### src/verilog/wsl_pkg.sv
/*
 Shared constants, types and decode helpers for the wide lane striping transmitter.
 Assumes a single 125 MHz system clock domain on the device side.
*/
package wsl_pkg;
	localparam int LANE_W             = 16;
	localparam int MAX_LANES          = 4;
	localparam int BUS_W              = 64;
	localparam int STAT_MAX_W         = 16;
	localparam int TRAIN_REPS         = 10;
	localparam int SYS_CLK_PERIOD_NS  = 8;
	localparam int MIN_LANE_RATE_MBPS = 622;
	// Lane clock half period in system cycles; each transfer lasts one lane clock period
	localparam int LANE_HALF_CYCLES   = 2;
	localparam int LANE_CLK_PERIOD_NS = 2 * LANE_HALF_CYCLES * SYS_CLK_PERIOD_NS;
	localparam logic [3:0] RST_REP    = 4'h0;
	localparam logic [3:0] RUN_MAX    = 4'hF;

	typedef enum logic [1:0] {
		WSL_MODE_SINGLE = 2'h0,
		WSL_MODE_DUAL   = 2'h1,
		WSL_MODE_QUAD   = 2'h2
	} wsl_mode_t;

	typedef enum logic [3:0] {
		WSL_ST_IDLE      = 4'h1,
		WSL_ST_RUN       = 4'h2,
		WSL_ST_TRAIN_CTL = 4'h4,
		WSL_ST_TRAIN_DAT = 4'h8
	} wsl_state_t;

	function automatic logic [2:0] wsl_lanes(input wsl_mode_t m);
		case (m)
			WSL_MODE_QUAD: wsl_lanes = 3'h4;
			WSL_MODE_DUAL: wsl_lanes = 3'h2;
			default:       wsl_lanes = 3'h1;
		endcase
	endfunction

	// Two status bits per lane, four with the wide status option
	function automatic logic [STAT_MAX_W-1:0] wsl_stat_mask(input logic [2:0] lanes, input logic wide);
		logic [4:0] bits;
		bits = wide ? {lanes, 2'h0} : {1'b0, lanes, 1'b0};
		wsl_stat_mask = STAT_MAX_W'((17'h00001 << bits) - 17'h00001);
	endfunction
endpackage

### src/verilog/wsl_lane_if.sv
/*
 Carrier between the striping controller and one 16-bit lane output stage.
 Assumes both ends run on sys_clk.
*/
interface wsl_lane_if;
	logic [wsl_pkg::LANE_W-1:0] word_next;
	logic                       ctl_next;
	logic                       load;
	logic                       clk_next;
	logic [wsl_pkg::LANE_W-1:0] word;
	logic                       ctl;
	logic                       clk;

	modport drv  (output word_next, output ctl_next, output load, output clk_next,
	              input word, input ctl, input clk);
	modport lane (input word_next, input ctl_next, input load, input clk_next,
	              output word, output ctl, output clk);
endinterface

### src/verilog/wsl_lane.sv
/*
 One 16-bit lane output stage: word, control flag and forwarded lane clock, all registered.
 Assumes the controller gives load only on the falling lane clock edge so data is centred.
*/
module wsl_lane (
	input  wire logic sys_clk,
	input  wire logic rst,
	wsl_lane_if.lane  bus
);
	import wsl_pkg::*;

	logic [LANE_W-1:0] next_word;
	logic              next_ctl;

	always_comb begin
		next_word = bus.word;
		next_ctl  = bus.ctl;
		if (bus.load) begin
			next_word = bus.word_next;
			next_ctl  = bus.ctl_next;
		end
	end

	// Word, flag and clock share one register stage so they stay frequency locked
	always_ff @(posedge sys_clk or posedge rst) begin
		if (rst) begin
			bus.word <= '0;
			bus.ctl  <= 1'b0;
			bus.clk  <= 1'b0;
		end else begin
			bus.word <= next_word;
			bus.ctl  <= next_ctl;
			bus.clk  <= bus.clk_next;
		end
	end
endmodule // wsl_lane

### src/verilog/wsl_wide_tx.sv
/*
 Wide aggregated mode source: stripes 16-bit words over one, two or four lanes,
 forwards one clock per lane, runs full-width training and watches the return status bus.
 Assumes user side logic on sys_clk; pins and configuration straps arrive asynchronously.
*/
// Notes on behaviour
// - Dual: first byte on 31:24, last 7:0
// - Quad: first byte on 63:56, last 7:0
// - Within each byte MSB first, LSB last
// - Every lane and flag at least 622 Mbps; here each lane moves one 16-bit word per 32 ns lane clock period
// - Dual: flag 1 for 31:16, flag 0 for 15:0
// - Quad: flag 3 for 63:48, flag 0 for 15:0
// - Each lane and flag locked to its clock
// - Training spans full data and status width
// - Ten training control then ten training data words
// - Pad partial last transfer with idle control words
// - Zero padding never flags status sync loss
// - Support 16-bit path; narrow mode optional
// - Dual: high half first word, low half second
// - One state machine drives all lanes together
// - One clock per lane, one status clock
module wsl_wide_tx #(
	parameter logic [15:0] IDLE_CTRL_WORD  = 16'h000F,
	parameter logic [15:0] TRAIN_CTRL_WORD = 16'h0FFF,
	parameter logic [15:0] TRAIN_DATA_WORD = 16'hF000
) (
	input  wire logic                         sys_clk,
	input  wire logic                         rst,
	input  wire logic                         link_en,
	input  wire logic [1:0]                   mode_cfg,
	input  wire logic                         wide_status,
	input  wire logic                         train_req,
	input  wire logic [wsl_pkg::BUS_W-1:0]    in_word,
	input  wire logic [wsl_pkg::MAX_LANES-1:0] in_ctl,
	input  wire logic [2:0]                   in_count,
	input  wire logic                         in_valid,
	output logic                              in_ready,
	output logic [wsl_pkg::BUS_W-1:0]         wide_word_bus,
	output logic [wsl_pkg::MAX_LANES-1:0]     control_word_flag,
	output logic [wsl_pkg::MAX_LANES-1:0]     lane_source_clock,
	output logic                              training,
	input  wire logic                         stat_clk,
	input  wire logic [wsl_pkg::STAT_MAX_W-1:0] stat_in,
	output logic [wsl_pkg::STAT_MAX_W-1:0]    stat_word,
	output logic                              stat_strobe,
	output logic                              stat_trained,
	output logic                              stat_sync_lost
);
	import wsl_pkg::*;

	// A 125 MHz fabric clock cannot reach the lane rate alone; a DDR serialiser
	// behind these pins multiplies the parallel transfer rate.
	localparam int MIN_LANE_PERIOD_PS = 1000000 / MIN_LANE_RATE_MBPS;

	logic [1:0]  en_sync;
	logic [1:0]  mode_s1;
	logic [1:0]  mode_s2;
	logic [1:0]  wst_sync;
	wsl_state_t  state;
	wsl_state_t  next_state;
	wsl_mode_t   mode;
	wsl_mode_t   next_mode;
	logic        wst;
	logic        next_wst;
	logic [3:0]  rep;
	logic [3:0]  next_rep;
	logic [3:0]  hc;
	logic [3:0]  next_hc;
	logic        ph;
	logic        next_ph;
	logic        tick;
	logic        train_pend;
	logic        next_train_pend;
	logic        next_in_ready;
	logic        next_training;
	logic [2:0]  lanes;
	logic [LANE_W-1:0]    lane_word [MAX_LANES];
	logic [MAX_LANES-1:0] lane_ctl;

	assign lanes = wsl_lanes(mode);
	assign tick  = (hc == 4'(LANE_HALF_CYCLES - 1)) && ph;

	always_comb begin
		next_hc = (hc == 4'(LANE_HALF_CYCLES - 1)) ? 4'h0 : 4'(hc + 4'h1);
		next_ph = (hc == 4'(LANE_HALF_CYCLES - 1)) ? ~ph : ph;
		next_state      = state;
		next_rep        = rep;
		next_mode       = mode;
		next_wst        = wst;
		next_train_pend = train_req | train_pend;
		if (state == WSL_ST_IDLE) begin
			next_mode = wsl_mode_t'(mode_s2);
			next_wst  = wst_sync[1];
		end
		if (tick) begin
			case (state)
				WSL_ST_IDLE: begin
					if (en_sync[1]) begin
						next_state      = WSL_ST_TRAIN_CTL;
						next_rep        = RST_REP;
						next_train_pend = train_req;
					end
				end
				WSL_ST_RUN: begin
					if (!en_sync[1]) begin
						next_state = WSL_ST_IDLE;
					end else if (train_pend) begin
						next_state      = WSL_ST_TRAIN_CTL;
						next_rep        = RST_REP;
						next_train_pend = train_req;
					end
				end
				WSL_ST_TRAIN_CTL: begin
					next_rep = 4'(rep + 4'h1);
					if (rep == 4'(TRAIN_REPS - 1)) begin
						next_state = WSL_ST_TRAIN_DAT;
						next_rep   = RST_REP;
					end
				end
				WSL_ST_TRAIN_DAT: begin
					next_rep = 4'(rep + 4'h1);
					if (rep == 4'(TRAIN_REPS - 1)) begin
						next_state = en_sync[1] ? WSL_ST_RUN : WSL_ST_IDLE;
						next_rep   = RST_REP;
					end
				end
				default: next_state = WSL_ST_IDLE;
			endcase
		end
		next_in_ready = (next_hc == 4'(LANE_HALF_CYCLES - 1)) && next_ph &&
		                (next_state == WSL_ST_RUN) && !next_train_pend && en_sync[1];
		next_training = (next_state == WSL_ST_TRAIN_CTL) || (next_state == WSL_ST_TRAIN_DAT);
	end

	// One machine picks the words for every lane in the same transfer
	always_comb begin
		int k;
		int p;
		k = 0;
		p = 0;
		for (int g = 0; g < MAX_LANES; g++) begin
			lane_word[g] = '0;
			lane_ctl[g]  = 1'b0;
			if (g < int'(lanes)) begin
				// User slots sit on the lanes of the same position, so lane g takes slot g
				k = int'(lanes) - 1 - g;
				p = g;
				case (state)
					WSL_ST_RUN: begin
						if (in_valid && in_ready && (k < int'(in_count))) begin
							// First word on the highest active lane, bytes kept in order
							lane_word[g] = in_word[p*LANE_W +: LANE_W];
							lane_ctl[g]  = in_ctl[p];
						end else begin
							lane_word[g] = IDLE_CTRL_WORD;
							lane_ctl[g]  = 1'b1;
						end
					end
					WSL_ST_TRAIN_CTL: begin
						lane_word[g] = TRAIN_CTRL_WORD;
						lane_ctl[g]  = 1'b1;
					end
					WSL_ST_TRAIN_DAT: begin
						lane_word[g] = TRAIN_DATA_WORD;
						lane_ctl[g]  = 1'b0;
					end
					default: begin
						lane_word[g] = '0;
						lane_ctl[g]  = 1'b0;
					end
				endcase
			end
		end
	end

	always_ff @(posedge sys_clk or posedge rst) begin
		if (rst) begin
			en_sync    <= 2'h0;
			mode_s1    <= 2'h0;
			mode_s2    <= 2'h0;
			wst_sync   <= 2'h0;
			state      <= WSL_ST_IDLE;
			mode       <= WSL_MODE_SINGLE;
			wst        <= 1'b0;
			rep        <= RST_REP;
			hc         <= 4'h0;
			ph         <= 1'b0;
			train_pend <= 1'b0;
			in_ready   <= 1'b0;
			training   <= 1'b0;
		end else begin
			en_sync    <= {en_sync[0], link_en};
			mode_s1    <= mode_cfg;
			mode_s2    <= mode_s1;
			wst_sync   <= {wst_sync[0], wide_status};
			state      <= next_state;
			mode       <= next_mode;
			wst        <= next_wst;
			rep        <= next_rep;
			hc         <= next_hc;
			ph         <= next_ph;
			train_pend <= next_train_pend;
			in_ready   <= next_in_ready;
			training   <= next_training;
		end
	end

	// Each lane is a fixed 16-bit stage with its own forwarded clock
	wsl_lane_if lb [MAX_LANES] ();
	for (genvar g = 0; g < MAX_LANES; g++) begin : g_lane
		assign lb[g].word_next = lane_word[g];
		assign lb[g].ctl_next  = lane_ctl[g];
		assign lb[g].load      = tick;
		assign lb[g].clk_next  = next_ph;
		assign wide_word_bus[g*LANE_W +: LANE_W] = lb[g].word;
		assign control_word_flag[g] = lb[g].ctl;
		assign lane_source_clock[g] = lb[g].clk;
		wsl_lane u_lane (
			.sys_clk (sys_clk),
			.rst     (rst),
			.bus     (lb[g])
		);
	end

	// Status return path: one clock for the whole bus, sampled after two flops
	logic [STAT_MAX_W-1:0] st_s1;
	logic [STAT_MAX_W-1:0] st_s2;
	logic [2:0]            sck;
	logic [STAT_MAX_W-1:0] smask;
	logic                  s_edge;
	logic                  s_zero;
	logic                  s_one;
	logic [3:0]            zero_run;
	logic [3:0]            next_zero_run;
	logic [3:0]            one_run;
	logic [3:0]            next_one_run;
	logic                  zeros_done;
	logic                  next_zeros_done;
	logic [STAT_MAX_W-1:0] next_stat_word;
	logic                  next_stat_trained;
	logic                  next_sync_lost;

	assign smask  = wsl_stat_mask(lanes, wst);
	assign s_edge = sck[1] && !sck[2];
	assign s_zero = (st_s2 & smask) == '0;
	assign s_one  = (st_s2 & smask) == smask;

	always_comb begin
		next_zero_run     = zero_run;
		next_one_run      = one_run;
		next_zeros_done   = zeros_done;
		next_stat_word    = stat_word;
		next_stat_trained = 1'b0;
		next_sync_lost    = stat_sync_lost;
		if (s_edge) begin
			// Lines are kept in place so odd and even entries stay on their pairs
			next_stat_word = st_s2 & smask;
			next_zero_run  = s_zero ? ((zero_run == RUN_MAX) ? RUN_MAX : 4'(zero_run + 4'h1)) : 4'h0;
			next_one_run   = s_one ? ((one_run == RUN_MAX) ? RUN_MAX : 4'(one_run + 4'h1)) : 4'h0;
			if (s_zero && zero_run >= 4'(TRAIN_REPS - 1)) begin
				next_zeros_done = 1'b1;
			end
			if (!s_zero && !s_one) begin
				next_zeros_done = 1'b0;
			end
			if (s_one && zeros_done && one_run == 4'(TRAIN_REPS - 1)) begin
				next_stat_trained = 1'b1;
				next_sync_lost    = 1'b0;
				next_zeros_done   = 1'b0;
			end else if (s_one && !zeros_done) begin
				next_sync_lost = 1'b1;
			end
			// Zero words, padding included, never raise the loss flag
		end
	end

	always_ff @(posedge sys_clk or posedge rst) begin
		if (rst) begin
			st_s1          <= '0;
			st_s2          <= '0;
			sck            <= 3'h0;
			zero_run       <= 4'h0;
			one_run        <= 4'h0;
			zeros_done     <= 1'b0;
			stat_word      <= '0;
			stat_strobe    <= 1'b0;
			stat_trained   <= 1'b0;
			stat_sync_lost <= 1'b0;
		end else begin
			st_s1          <= stat_in;
			st_s2          <= st_s1;
			sck            <= {sck[1:0], stat_clk};
			zero_run       <= next_zero_run;
			one_run        <= next_one_run;
			zeros_done     <= next_zeros_done;
			stat_word      <= next_stat_word;
			stat_strobe    <= s_edge;
			stat_trained   <= next_stat_trained;
			stat_sync_lost <= next_sync_lost;
		end
	end
endmodule // wsl_wide_tx
### config.mk
export PLATFORM = sky130hd
export DESIGN_NAME = wsl_wide_tx
export DESIGN_NICKNAME = d
export VERILOG_FILES = /design/src/verilog/wsl_pkg.sv /design/src/verilog/wsl_lane_if.sv /design/src/verilog/wsl_lane.sv /design/src/verilog/wsl_wide_tx.sv
export SDC_FILE = /design/constraint.sdc
export NUM_CORES = 1
export LEC_CHECK = 0
export ABC_AREA = 1
export BUFFER_PORTS_ARGS = -buffer_cell sky130_fd_sc_hd__buf_2
export CORE_ASPECT_RATIO = 1.75
export CORE_MARGIN = 10
export CORE_UTILIZATION = 45
export CTS_CLUSTER_DIAMETER = 60
export CTS_CLUSTER_SIZE = 28
export DETAILED_ROUTE_END_ITERATION = 10
export HOLD_SLACK_MARGIN = 0.1
export PLACE_DENSITY_LB_ADDON = 0.2
export SYNTH_ARGS = -nofsm -noshare
export SYNTH_HDL_FRONTEND = slang
export SYNTH_HIERARCHICAL = 1
export SYNTH_SLANG_ARGS = --single-unit
### constraint.sdc
create_clock -name sys_clk -period 3.5 [get_ports sys_clk]
set_input_delay 0.175 -clock sys_clk [delete_from_list [all_inputs] [get_ports sys_clk]]
set_output_delay 0.175 -clock sys_clk [all_outputs]
set_load 0.005 [all_outputs]
* Yosys cells after proc, flatten, opt, wreduce, memory -nomap -nowiden
Cells that the tools add are included.
** Storage, ports and cells
- Register bits after elaboration :: 158
- Word-level logic and storage cells :: 159
- Output and inout port bits :: 93
** Cells by class
- Muxes and demuxes :: 57
- $lt $le $gt $ge :: 9
- Reductions and logical operators :: 30
- Bitwise operators :: 3
- Equal/unequal tests :: 19
- Shifts and indexed selects :: 1
- Add/sub/neg operators :: 9
** Operators by type and width (count)
- 16-bit case mux with 3 select lines :: 4
- 16-bit 2-to-1 mux :: 8
- 32-bit by 4-bit less-than comparator with 1-bit output :: 2
- 4-bit 2-to-1 mux :: 15
- 4-bit == test (second input constant) :: 6
- 1-bit 2-to-1 mux :: 20
- 4-bit by 1-bit adder with 4-bit output (second input constant) :: 4
- 16-bit bitwise AND :: 1
- 16-bit == test :: 1
- 1-bit logical AND :: 16
- 16-bit logical NOT :: 1
- 4-bit case mux with 4 select lines :: 1
- 1-bit by 5-bit left shift with 16-bit output (first input constant) :: 1
- 16-bit by 1-bit subtractor with 16-bit output (second input constant) :: 1
- 4-bit by 1-bit == test with 1-bit output (second input constant) :: 3
- 4-bit case mux with 3 select lines :: 1
- 1-bit case mux with 2 select lines :: 5
- 4-bit by 3-bit subtractor with 5-bit output (second input constant) :: 2
- 4-bit by 2-bit == test with 1-bit output (second input constant) :: 2
- 4-bit by 3-bit == test with 1-bit output (second input constant) :: 2
- 1-bit by 3-bit less-than comparator with 1-bit output (first input constant) :: 2
- 2-bit by 3-bit less-than comparator with 1-bit output (first input constant) :: 2
- 2-bit inequality test (second input constant) :: 3
- 3-bit case mux with 2 select lines :: 1
- other kinds (18) :: 24

* Longest topological paths before layout
- Word-level depth :: 11
- Mapped depth :: 19
- Depth with buffers taken out :: 18

* By module
The synthesis kept the hierarchy.
** By module, submodules not included
- wsl_wide_tx :: times used 1, cells each 588, area an instance 4830.9 um^2, sequential area each 2253.4 um^2
- wsl_lane :: times used 4, cells each 74, area an instance 709.4 um^2, sequential area each 450.4 um^2

* Worst setup path before layout
No wires, ideal clock.
- Path kind :: register to register
- Start point :: register mode[0]
- End point :: register zero_run[0]
- Arrival :: 2.280 ns
- Cell stages (with the launch flop) :: 20
- Required time :: 3.424 ns
- Setup slack :: 1.145 ns
- Clock period less this slack :: 2.355 ns
- Library setup time :: 0.076 ns
- Path buffers :: 1
- Cell sequence :: dfrtp_1 > inv_1 > ha_1 > buf_4 > inv_2 > nor2_2 > nand3_2 > ha_1 > inv_1 > nand2_1 > nand4_1 > nor2_1 > nand2_1 > inv_1 > nand3_2 > nor2_4 > nand2_2 > nor2_4 > nand2_2 > o21ai_2
** Between the ends
- Longest elaborated chain between the ends :: 8
** RTL lines
- from (decl) :: line wsl_wide_tx.sv:61 : wsl_mode_t mode;
- from (signal assigned) :: line wsl_wide_tx.sv:197 : mode <= next_mode;
- 2-bit by 1-bit == test with 1-bit output or 2-bit == test (tied branches) :: line wsl_pkg.sv:33 : case (m)
- 3-bit case mux with 2 select lines (*) :: line wsl_pkg.sv:33
- 5-bit 2-to-1 mux (*) :: line wsl_pkg.sv:43 : bits = wide ? {lanes, 2'h0} : {1'b0, lanes, 1'b0};
- 1-bit by 5-bit left shift with 16-bit output (*) :: line wsl_pkg.sv:44 : wsl_stat_mask = STAT_MAX_W'((17'h00001 << bits) - 17'h00001);
- 16-bit by 1-bit subtractor with 16-bit output (*) :: line wsl_pkg.sv:44
- 16-bit bitwise AND (*) :: line wsl_wide_tx.sv:245 : assign s_zero = (st_s2 & smask) == '0;
- 16-bit logical NOT (*) :: line wsl_wide_tx.sv:245
- 4-bit 2-to-1 mux (*) :: line wsl_wide_tx.sv:258 : next_zero_run = s_zero ? ((zero_run == RUN_MAX) ? RUN_MAX : 4'(zero_run + 4'h1)) : 4'h0;
- to (signal assigned) :: line wsl_wide_tx.sv:293 : zero_run <= next_zero_run;
- to (decl) :: line wsl_wide_tx.sv:233 : logic [3:0] zero_run;
Mark *: on every way between the ends. The rest lies on a longest branch, timed or not.
A chain may end at the register's enable or synchronous reset.

* Final worst setup path
- Start point :: register mode[0]
- End point :: register g_lane[2].u_lane.bus.word[8]
** Between the ends
- Longest elaborated chain between the ends :: 9
** RTL lines
- 2-bit by 1-bit == test with 1-bit output or 2-bit == test (tied branches) :: line wsl_pkg.sv:33
- 3-bit case mux with 2 select lines (*) :: line wsl_pkg.sv:33
- 3-bit by 1-bit subtractor with 4-bit output :: line wsl_wide_tx.sv:146 : k = int'(lanes) - 1 - g;
- 4-bit by 3-bit subtractor with 5-bit output :: line wsl_wide_tx.sv:146
- 32-bit by 4-bit less-than comparator with 1-bit output :: line wsl_wide_tx.sv:150 : if (in_valid && in_ready && (k < int'(in_count))) begin
- 1-bit logical AND :: line wsl_wide_tx.sv:150
- 16-bit 2-to-1 mux :: line wsl_wide_tx.sv:150
- 16-bit case mux with 3 select lines :: line wsl_wide_tx.sv:148 : case (state)
- 16-bit 2-to-1 mux (*) :: line wsl_wide_tx.sv:144 : if (g < int'(lanes)) begin
- named net lb[2].word_next (one bit) :: line wsl_lane_if.sv:6 : logic [wsl_pkg::LANE_W-1:0] word_next;
- to (signal assigned) :: line wsl_lane.sv:31 : bus.word <= next_word;
- to (decl) :: line wsl_lane_if.sv:17 : output word, output ctl, output clk);
The timed path passes the listed nets; every way through them passes the cells marked *.

==> summary.md <==
| Metric | Value |
|---|---|
| Run status | finished, final reports clean |
| WL final | 22.02 mm |
| Clk_lat worst skew | 430 ps |
| Final hold vios | 0 |
| Synth Register Bits | 162 |
| Area Growth Syn to Fin | 30.89% |
| Finished Layout Cells | 1,374 |
| Unrepaired setup endpoints after global routing | no |
| Yosys warns | 6 |
| Vias in the first global route | 6,977 |
| Clk sinks | 162 |
| Most used cell, CP | nand2_1 |
| Yosys top cell area share | 0.5254 |
| Hold crit path type | in2reg |
| Most common cell in the netlist | nand2_1 |
| Num CTS Buffers | 17 |
| Grt total ovfl | 0 |
| Startpoint types | register |
| Internal power | 3.870 mW |
| Post-synth EDFFs | 0 |
| 1st-iter DRT viols | 290 |
| Row count | 63 |
| Sequential share of power | 0.384 |
| Total GRT Usage | 0.1943 |
| Crit-path max FO | 15 |
| Largest delay contributor family on the critical path | simple AND/OR/NAND/NOR gates |
| Die span in y | 192.7 um |
| WL/cell | 16.03 um |
| Setup repair bufs after CTS | 0 |
| Dpl cells | 1,267 |
| Most used DFF post-synth | dfrtp_1 |
| Die W | 118.7 um |
| Root buf cell | clkbuf_16 |
| CTS tree | yes |
| VDD IR max | 0.3857 mV |
| Critical Path RT | 3870 ps |
| WP data arrival | 3130 ps |
| Max-cap violations | 0 |
| Post-synth top area cell | dfrtp_1 |
| Synthesized cell area | 0.007669 mm^2 |
| Clk slew on worst S/H paths | 70 ps |
| Syn_area_per_cell | 8.675 um^2 |
| Fin crit period | 2759 ps |
| Critical Path Slowest Stage Cell | nor2_1 |
| Layout Nets | 1,250 |
| Switching Fraction | 0.3539 |
| Library cells used by synthesis | 44 |
| Gate power share | 0.301 |
| Post-Syn Instances | 884 |
| Crit path capture type | register |
| Critical Path Max Stage Delay | 680 ps |
| Die area | 0.02287 mm^2 |
| Vias/cell | 4.856 |
| Port Buffers | 188 |
| H-tree depth | 4 |
| Max-slew violations | 0 |
| Switch Pwr | 2.120 mW |
| Period utilization | 0.7883 |
| Clock buffer depth | 2 |
| First-pass DRT Iterations | 5 |
| Pwr dens | 596.9 mW/mm^2 |
| WP buf/inv | 2 |
| Fmax | 0.3624 GHz |
| Ys async rst share | 1.000 |
| Area contributors post-synth | dfrtp_1 (53%), nand2_1 (15%), inv_1 (3.8%) |
| # IOs | 189 |
| Clock Power Share | 0.316 |
| Crit-path cells | inv_1 -> ha_1 -> buf_4 -> a21oi_1 -> o21ai_0 -> o21ai_1 -> nor2_1 -> nand2_1 -> a21oi_1 -> nand2_1 -> nand2_1 |
| Final Setup Violations | 0 |
| Leakage power | 5.459 nW |
| Total negative slack | 0 ps |
| Slew margin rel. | 0.4316 |
| Post_cts resized | 0 |
| Placer congestion estimate | 0.8081 |
| ANT nets after route | 0 |
| Slew @ Worst Pin | 851.6 ps |
| Syn nets | 1,000 |
| Largest net degree at the start of global routing | 68 |
| DR vias | 6,672 |
| Antenna fix cells | 0 |
| Initial antenna violation count | 1 |
| Critical path class | reg2reg |
| Fraction of layout cells with a size suffix above 1 | 0.2589 |
| Global-route wire length before repair | 35.59 mm |
| Dpl hpwl | 15.68 mm |
| Worst Skew | 13.40 ps |
| Placeable core area | 0.01687 mm^2 |
| Drc violations | 0 |
| Seq/Total Area, Yosys | 0.5288 |
| Initial core utilization | 0.4546 |
| Top cells by count, synth | nand2_1 (315), dfrtp_1 (161), inv_1 (77) |
## cells by family after synthesis
logic type | share of synthesized area
AND/OR/NAND/NOR | 0.2462
AO/OA/AOI/OAI | 0.09790
adder cells (fa/ha/maj) | 0.03263
buffers and inverters | 0.08941
other | 0.0004890
XOR/XNOR | 0.004569
flip-flops | 0.5288
## worst paths after layout
path | cells after the start | end | slack [ps] | startpoint
min in group asynchronous | 3 | g_lane[2].u_lane/bus.word[3] | 490 | rst
setup reg to reg | 11 | g_lane[2].u_lane/bus.word[8] | 740 | mode[0]
hold reg to reg | 0 | en_sync[1] | 350 | en_sync[0]
hold / removal | 5 | g_lane[2].u_lane/bus.word[12] | 110 | in_word[44]
setup / recovery | 11 | g_lane[2].u_lane/bus.word[8] | 740 | mode[0]
max in group asynchronous | 4 | state[0] | 2250 | rst
## what timing repair did
item,in CTS,in global routing
endpoints found under the setup margin,0,0
hold buffers,75,0
hold endpoints to repair,188,0
## power groups by stage
| stage | sequential, mW | combinational (mW) | clock (mW) |
|---|---|---|---|
| after global placement | 2.32 | 1.72 | 0 |
| after global routing | 2.33 | 2.07 | 2.01 |
| after floorplan | 2.32 | 1.17 | 0 |
| final | 2.30 | 1.80 | 1.89 |
| after detailed placement | 2.33 | 1.75 | 0 |
| after CTS | 2.30 | 1.82 | 1.94 |
## cells in the final DEF, fill, tap and decap left out, types with 2 or more instances in the layout
master,instances
nand2_1,315
o21ai_1,4
o211ai_1,2
buf_4,8
nand3_2,5
inv_1,76
inv_8,6
nor2_4,4
buf_2,188
nor2_1,24
o31ai_1,20
a31oi_1,2
clkbuf_16,17
bufinv_16,2
ha_1,19
o21ai_2,4
dfrtp_1,161
nand3b_1,7
xor2_1,3
buf_12,2
inv_2,10
o22ai_1,5
o21ai_0,41
nand4_1,8
nor2_2,5
nand2_2,30
o21a_1,2
nor4_1,2
inv_6,6
dlygate4sd3_1,75
a21oi_1,45
clkinv_2,2
nand3_1,25
clkinvlp_4,2
nor3_1,6
## per-layer routing
layer  wire length, um  global-route usage
met5                13                   0
met4               741             0.09057
met3              1411             0.06210
met2             11810              0.3550
met1              8046              0.1961
## layout make-up
class                   instances  area (um^2)
clock inverters                14        163.9
well taps                     227        284.0
inverters                      91        372.9
multi-input cells             589         2940
fillers                      1536         6832
repair buffers                273         1792
flip-flops and latches        162         4055
clock buffers                  18        429.2
## metrics by stage
step	utilization	hold slack [ps]	setup slack (ps)	instance area, um^2	power, mW
global placement	0.5154	282.8	854.1	8693	4.047
CTS	0.5950	100.7	734.2	10040	6.051
floorplan	-	113.6	991.4	7669	3.490
detailed placement	0.5154	284.4	761.6	8693	4.076
finish	0.5950	105.9	740.8	10040	5.991
global route	0.5950	102.8	407.4	10040	6.406
## flip-flops by register name (all words and copies together) (netlist names), 3 cells and up
signal / flops
state: 4
sck: 3
g_lane.u_lane/bus.ctl: 4
one_run: 4
rep: 4
st_s2: 16
g_lane.u_lane/bus.word: 64
hc: 4
stat_word: 16
g_lane.u_lane/bus.clk: 4
zero_run: 4
st_s1: 16
## worst register-to-register path, cell delays in order (launching register included)
cell     delay, ps
dfrtp_1        370
inv_1           80
ha_1           390
buf_4          260
a21oi_1         80
o21ai_0        160
o21ai_1        220
nor2_1         690
nand2_1        140
a21oi_1        170
nand2_1         70
nand2_1         80
Power figures use the tool's default switching activity.
